==> config.mk <==
export PLATFORM = sky130hd
export DESIGN_NAME = program_fetch_vector_logic
export DESIGN_NICKNAME = d
export VERILOG_FILES = /design/src/design/fetch_pkg.sv /design/src/design/program_fetch_vector_logic.sv /design/src/design/return_stack.sv
export SDC_FILE = /design/constraint.sdc
export NUM_CORES = 2
export LEC_CHECK = 0
export BUFFER_PORTS_ARGS = -buffer_cell sky130_fd_sc_hd__buf_4
export CAP_MARGIN = 40
export CORE_UTILIZATION = 35
export CTS_BUF_LIST = sky130_fd_sc_hd__clkbuf_2
export DETAILED_ROUTE_END_ITERATION = 16
export GPL_TIMING_DRIVEN = 0
export MAX_ROUTING_LAYER = met4
export PLACE_DENSITY = 0.57
export SYNTH_ARGS = -nofsm -noshare
export SYNTH_HDL_FRONTEND = slang
export SYNTH_SLANG_ARGS = --single-unit
export TNS_END_PERCENT = 5
==> constraint.sdc <==
create_clock -name REF_CLK -period 33.1 [get_ports REF_CLK]
set_clock_uncertainty 0.05 [all_clocks]
set_input_delay 9.93 -clock REF_CLK [delete_from_list [all_inputs] [get_ports REF_CLK]]
set_output_delay 9.93 -clock REF_CLK [all_outputs]
set_load 0.03 [all_outputs]
==> src/design/fetch_pkg.sv <==
// constants for the program fetch and vector logic
// assumes a single core clock and a synchronous reset
`default_nettype none
package fetch_pkg;
    localparam int PC_W = 21;
    localparam int SP_W = 5;
    localparam int STACK_DEPTH = 31;
    localparam int FLAG_W = 8;
    localparam logic [20:0] RESET_VEC = 21'h00_0000;
    localparam logic [20:0] HIGH_VEC = 21'h00_0008;
    localparam logic [20:0] LOW_VEC = 21'h00_0018;
    localparam logic [20:0] PC_STEP = 21'h00_0002;
    localparam logic [4:0] SP_RESET = 5'h00;
    localparam logic [4:0] SP_MAX = 5'h1f;
    localparam logic [15:0] NOP_WORD = 16'h0000;
    localparam int FLASH_SMALL_BYTES = 24576;
    localparam int FLASH_LARGE_BYTES = 32768;
endpackage
`default_nettype wire

==> src/design/program_fetch_vector_logic.sv <==
// program counter, vectors and flash fetch path
// assumes flash answers combinationally on a separate program bus
// the word on INSTR was read at the previous FETCH_ADDR
`timescale 1ns/100ps
`default_nettype none
module program_fetch_vector_logic #(
    parameter int FLASH_BYTES = fetch_pkg::FLASH_LARGE_BYTES
) (
    // clock and reset
    input wire logic REF_CLK,
    input wire logic SRST,
    input wire logic CE,
    // core control
    input wire logic ADVANCE,
    input wire logic WAKE_IRQ,
    input wire logic HIGH_PRIO_REQ,
    input wire logic LOW_PRIO_REQ,
    input wire logic GLOBAL_HIGH_PRIO_ENABLE,
    input wire logic GLOBAL_LOW_PRIO_ENABLE,
    // program bus
    output logic [20:0] FETCH_ADDR,
    input wire logic [15:0] FLASH_RDATA,
    output logic [15:0] INSTR,
    // stack view
    output logic [20:0] STACK_TOP,
    output logic [4:0] RETURN_STACK_POINTER,
    output logic STACK_FULL,
    // wake-up cause flags
    output logic [7:0] WAKE_FLAGS
);
    typedef enum logic [1:0] {RUN, VECTOR} state_e;
    state_e st_q, st_d;
    logic [20:0] pc_q, pc_d;
    logic [15:0] instr_d;
    logic [7:0] flags_q, flags_d;
    logic take_hi, take_lo, push;
    logic [20:0] top_w;
    logic [4:0] sp_w;
    logic full_w;

    localparam logic [20:0] FLASH_END = 21'(FLASH_BYTES);

    // --------------------------------------------------------------------
    // vectoring and counter
    // --------------------------------------------------------------------
    always_comb begin
        take_hi = WAKE_IRQ && HIGH_PRIO_REQ && GLOBAL_HIGH_PRIO_ENABLE;
        take_lo = WAKE_IRQ && LOW_PRIO_REQ && GLOBAL_LOW_PRIO_ENABLE && !take_hi;
        push = take_hi || take_lo;
        pc_d = pc_q;
        st_d = st_q;
        flags_d = flags_q;
        if (WAKE_IRQ) begin
            flags_d = flags_q | {6'h00, LOW_PRIO_REQ, HIGH_PRIO_REQ};
        end
        case (st_q)
            RUN: begin
                if (take_hi) begin
                    pc_d = fetch_pkg::HIGH_VEC;
                    st_d = VECTOR;
                end else if (take_lo) begin
                    pc_d = fetch_pkg::LOW_VEC;
                    st_d = VECTOR;
                end else if (ADVANCE) begin
                    pc_d = pc_q + fetch_pkg::PC_STEP;
                end
            end
            VECTOR: begin
                st_d = RUN;
            end
            default: st_d = RUN;
        endcase
        pc_d[0] = 1'b0;
        // beyond implemented flash reads as a no-op
        // judged by the address the flash sees now, not the one being formed
        instr_d = (pc_q < FLASH_END) ? FLASH_RDATA : fetch_pkg::NOP_WORD;
    end

    always_ff @(posedge REF_CLK) begin
        if (SRST) begin
            pc_q <= fetch_pkg::RESET_VEC;
            st_q <= RUN;
            flags_q <= 8'h00;
        end else if (CE) begin
            pc_q <= pc_d;
            st_q <= st_d;
            flags_q <= flags_d;
        end
    end

    // --------------------------------------------------------------------
    // stack
    // --------------------------------------------------------------------
    return_stack u_stack (
        .clk(REF_CLK),
        .srst(SRST),
        .ce(CE),
        .push(push && st_q == RUN),
        .push_data(pc_q),
        .top_q(top_w),
        .sp_q(sp_w),
        .full_q(full_w)
    );

    // --------------------------------------------------------------------
    // outputs
    // --------------------------------------------------------------------
    always_ff @(posedge REF_CLK) begin
        if (SRST) begin
            FETCH_ADDR <= fetch_pkg::RESET_VEC;
            INSTR <= fetch_pkg::NOP_WORD;
            STACK_TOP <= 21'h00_0000;
            RETURN_STACK_POINTER <= fetch_pkg::SP_RESET;
            STACK_FULL <= 1'b0;
            WAKE_FLAGS <= 8'h00;
        end else if (CE) begin
            FETCH_ADDR <= pc_d;
            INSTR <= instr_d;
            STACK_TOP <= top_w;
            RETURN_STACK_POINTER <= sp_w;
            STACK_FULL <= full_w;
            WAKE_FLAGS <= flags_d;
        end
    end
endmodule // program_fetch_vector_logic
`default_nettype wire

==> src/design/return_stack.sv <==
// return address stack: 31 entries of 21 bits, 5-bit pointer
// assumes push is a one-cycle request on the core clock
`timescale 1ns/100ps
`default_nettype none
module return_stack #(
    parameter int DEPTH = fetch_pkg::STACK_DEPTH
) (
    input wire logic clk,
    input wire logic srst,
    input wire logic ce,
    input wire logic push,
    input wire logic [20:0] push_data,
    output logic [20:0] top_q,
    output logic [4:0] sp_q,
    output logic full_q
);
    logic [20:0] mem_q [1:DEPTH];
    logic [20:0] mem_d [1:DEPTH];
    logic [4:0] sp_d;
    logic [4:0] sp_nxt;
    logic full_d;

    always_comb begin
        sp_d = sp_q;
        full_d = full_q;
        sp_nxt = sp_q + 5'h01;
        for (int i = 1; i <= DEPTH; i++) begin
            mem_d[i] = mem_q[i];
        end
        // pointer first, then write the entry it selects
        if (push && sp_q != fetch_pkg::SP_MAX) begin
            sp_d = sp_nxt;
            mem_d[sp_nxt] = push_data;
            if (sp_nxt == fetch_pkg::SP_MAX) begin
                full_d = 1'b1;
            end
        end
    end

    always_ff @(posedge clk) begin
        if (srst) begin
            sp_q <= fetch_pkg::SP_RESET;
            full_q <= 1'b0;
        end else if (ce) begin
            sp_q <= sp_d;
            full_q <= full_d;
        end
    end

    genvar g;
    generate
        for (g = 1; g <= DEPTH; g++) begin : g_ent
            always_ff @(posedge clk) begin
                if (srst) begin
                    mem_q[g] <= '0;
                end else if (ce) begin
                    mem_q[g] <= mem_d[g];
                end
            end
        end
    endgenerate

    always_comb begin
        top_q = (sp_q == fetch_pkg::SP_RESET) ? 21'h00_0000 : mem_q[sp_q];
    end
endmodule // return_stack
`default_nettype wire

==> results.sh <==
export IMPL_yosysTopAreaCell="edfxtp_1"
export IMPL_drc=0
export IMPL_critPathArrivalTime_ps=2470
export IMPL_fin_crit_ps=12450
export IMPL_fp_coreArea_mm2=0.105
export IMPL_die_y_um=328
export IMPL_ant_nets=0
export IMPL_die_w_um=328
export IMPL_end_kind="output pin"
export IMPL_ys_types=61
export IMPL_multi_input_area_mm2=0.0144
export IMPL_status="complete, no violations"
export IMPL_crit_chain="buf_4"
export IMPL_hold_violations=0
export IMPL_yosysWarnings=0
export IMPL_fmax_mhz=80.3
export IMPL_critPathLaunchType="register"
export IMPL_hold_path_class="register to register"
export IMPL_synth_area_mm2=0.0372
export IMPL_synth_top_area_share_pct=52.6
export IMPL_worst_ir_drop_vdd_uv=26.1
export IMPL_tightestPinTransition_ps=1110
export IMPL_gp_congestion=0.986
export IMPL_place_ws_ps=19330
export IMPL_critical_path_top_delay_family="flip-flops"
export IMPL_ctsResizeCount=0
export IMPL_clock_sinks=728
export IMPL_setup_viol=0
export IMPL_maxSlewViolCount=0
export IMPL_max_stage_delay_ps=620
export IMPL_rsz0062_at_grt="false"
export IMPL_grt_util_all_layers_pct=28.3
export IMPL_regArea_mm2=0.0211
export IMPL_power_uw=1970
export IMPL_first_pass_iters=6
export IMPL_ios=97
export IMPL_critPathKind="register to output pin"
export IMPL_globalRoute_totalOverflow=0
export IMPL_cts_buffers=195
export IMPL_critPathRequiredTime_ps=23120
export IMPL_grt_max_degree=62
export IMPL_cts_tree="yes"
export IMPL_nFillCells=10400
export IMPL_clkLatencyLatePin_ps=1600
export IMPL_drive_gt1_share_pct=17.3
export IMPL_die_area_mm2=0.107
export IMPL_wl_mm=151
export IMPL_synthFlopType="edfxtp_1"
export IMPL_setup_tns_final_ps=0
export IMPL_place_hpwl_mm=108
export IMPL_placementRows=119
export IMPL_synth_edf_count=651
export IMPL_htreeDepth=4
export IMPL_cellLeakagePower_uw=0.0145
export IMPL_initial_utilization_pct=35.3
export IMPL_cts_hold_buf=0
export IMPL_drv_cap=0
export IMPL_ys_ff_latch=728
export IMPL_clkTransAtPathRegs_ps=90
export IMPL_max_slew_margin_rel_pct=26.0
export IMPL_vias=31800
export IMPL_grt_pass1_vias=29700
export IMPL_synth_avg_cell_area_um2=10.6
export IMPL_io_buffers=88
export IMPL_routedWlPerCell_um=27.8
export IMPL_post_route_util_pct=40.3
export IMPL_area_growth_pct=14.1
export IMPL_synth_yosys_seq_area_share_pct=56.8
export IMPL_cts_setup_buffers=0
export IMPL_clockBufferDepth=3
export IMPL_ys_async_sr_fraction_pct=0
export IMPL_post_route_period_util_pct=37.6
export IMPL_drtIter0Drc=4361
export IMPL_worst_hold_slack_ps=427
export IMPL_slowest_stage="dfxtp_1"
export IMPL_cp_num_buf_inv=1
export IMPL_cts_root_buf="clkbuf_2"
export IMPL_antenna_found_initial=7
export IMPL_grt_pass1_wl_mm=213
export IMPL_synthCells=3504
export IMPL_power_density_mw_per_mm2=46.4
export IMPL_layout_setup_ws_ps=20650
export IMPL_final_nets=3884
export IMPL_ys_top_cells_by_area="edfxtp_1 53%, nand2_1 7.3%, mux2i_1 6.1%"
export IMPL_via_per_inst=5.87
export IMPL_critPathMaxFanout=7
## flip-flops by register name (all words and copies together) (netlist names), named ones only
signal,count
st_q,1
RETURN_STACK_POINTER,5
INSTR,16
u_stack.full_q,1
u_stack.sp_q,5
STACK_TOP,21
u_stack.mem_q,651
WAKE_FLAGS,2
pc_q,20
STACK_FULL,1
## final timing paths
path / from / endpoint / slack, ps / depth (start not counted)
setup / recovery: pc_q[2] / FETCH_ADDR[2] / 20650 / 1
hold / removal: INSTR[9] / INSTR[9] / 430 / 2
setup reg to reg: u_stack.sp_q[0] / u_stack.mem_q[15][6] / 28100 / 12
hold reg to reg: INSTR[9] / INSTR[9] / 430 / 2
## area by class of cell
class	instances	area share [%]
clock buffers	321	3.79
well taps	1391	4.11
repair buffers	145	3.72
diodes	12	0.0708
flip-flops and latches	728	49.8
inverters	7	0.0620
plain buffers	360	3.87
multi-input cells	2415	34.0
clock inverters	35	0.596
## per-layer routing
layer  routed length, µm  global-route usage [%]  vias to the layer above
li1                    -                       -                    13700
met3               17600                    8.10                      365
met2               65600                    40.7                     1979
met5                   0                       -                        -
met1               59800                    36.7                    15800
met4                7500                    12.9                        0
## per-stage QoR
| step | instances | instance area [µm²] |
|---|---|---|
| after CTS | 5402 | 42400 |
| after global placement | 4989 | 39600 |
| after global routing | 5410 | 42400 |
| after detailed placement | 5046 | 40500 |
| final | 5414 | 42400 |
| after floorplan | 3510 | 37200 |
## report_power, final
part	switching (µW)	internal, µW
logic	115	56.3
registers	31.8	1060
clock network	423	279
total	569	1400
## synth_stat cells, drive strengths merged, types with 2 or more instances
cell / count
nand2: 724
edfxtp: 651
a21oi: 342
nand3: 295
o21ai: 285
clkbuf: 231
mux2i: 226
buf: 129
nor2: 98
dfxtp: 77
mux4: 77
a221oi: 33
o22ai: 33
nand2b: 32
and3: 30
a22o: 27
nor4: 20
a22oi: 18
xnor2: 18
and2: 17
nor4b: 16
a211oi: 14
nor3: 14
a21o: 13
or2: 12
nor2b: 9
o211ai: 9
ha: 7
inv: 7
o22a: 7
and2b: 4
or3: 4
a31oi: 3
nand4: 3
and4: 2
and4b: 2
## cells in the final DEF (no fill, tap or decap), types with 33 or more instances in the layout
| cell | Yosys | final |
|---|---|---|
| a21oi_1 | 342 | 342 |
| a221oi_1 | 33 | 33 |
| buf_2 | 84 | 85 |
| buf_4 | 23 | 111 |
| clkbuf_1 | 230 | 230 |
| clkbuf_2 | 1 | 322 |
| dfxtp_1 | 77 | 77 |
| edfxtp_1 | 651 | 651 |
| mux2i_1 | 226 | 226 |
| mux4_2 | 77 | 77 |
| nand2_1 | 724 | 724 |
| nand3_1 | 295 | 295 |
| nor2_1 | 98 | 98 |
| o21ai_0 | 285 | 285 |
| o22ai_1 | 33 | 33 |
## logic make-up after synthesis
kind of cell,Yosys count,synth area share (%)
and+or+nand+nor,1286,15.3
AOI/OAI and AO/OA,792,12.0
DFF,728,56.8
buffers and inverters,367,4.49
muxes,304,10.8
xor gates and xnor gates,19,0.448
adders and majority gates,7,0.236
other,1,0.0101
(Power assumes the default switching activity.)
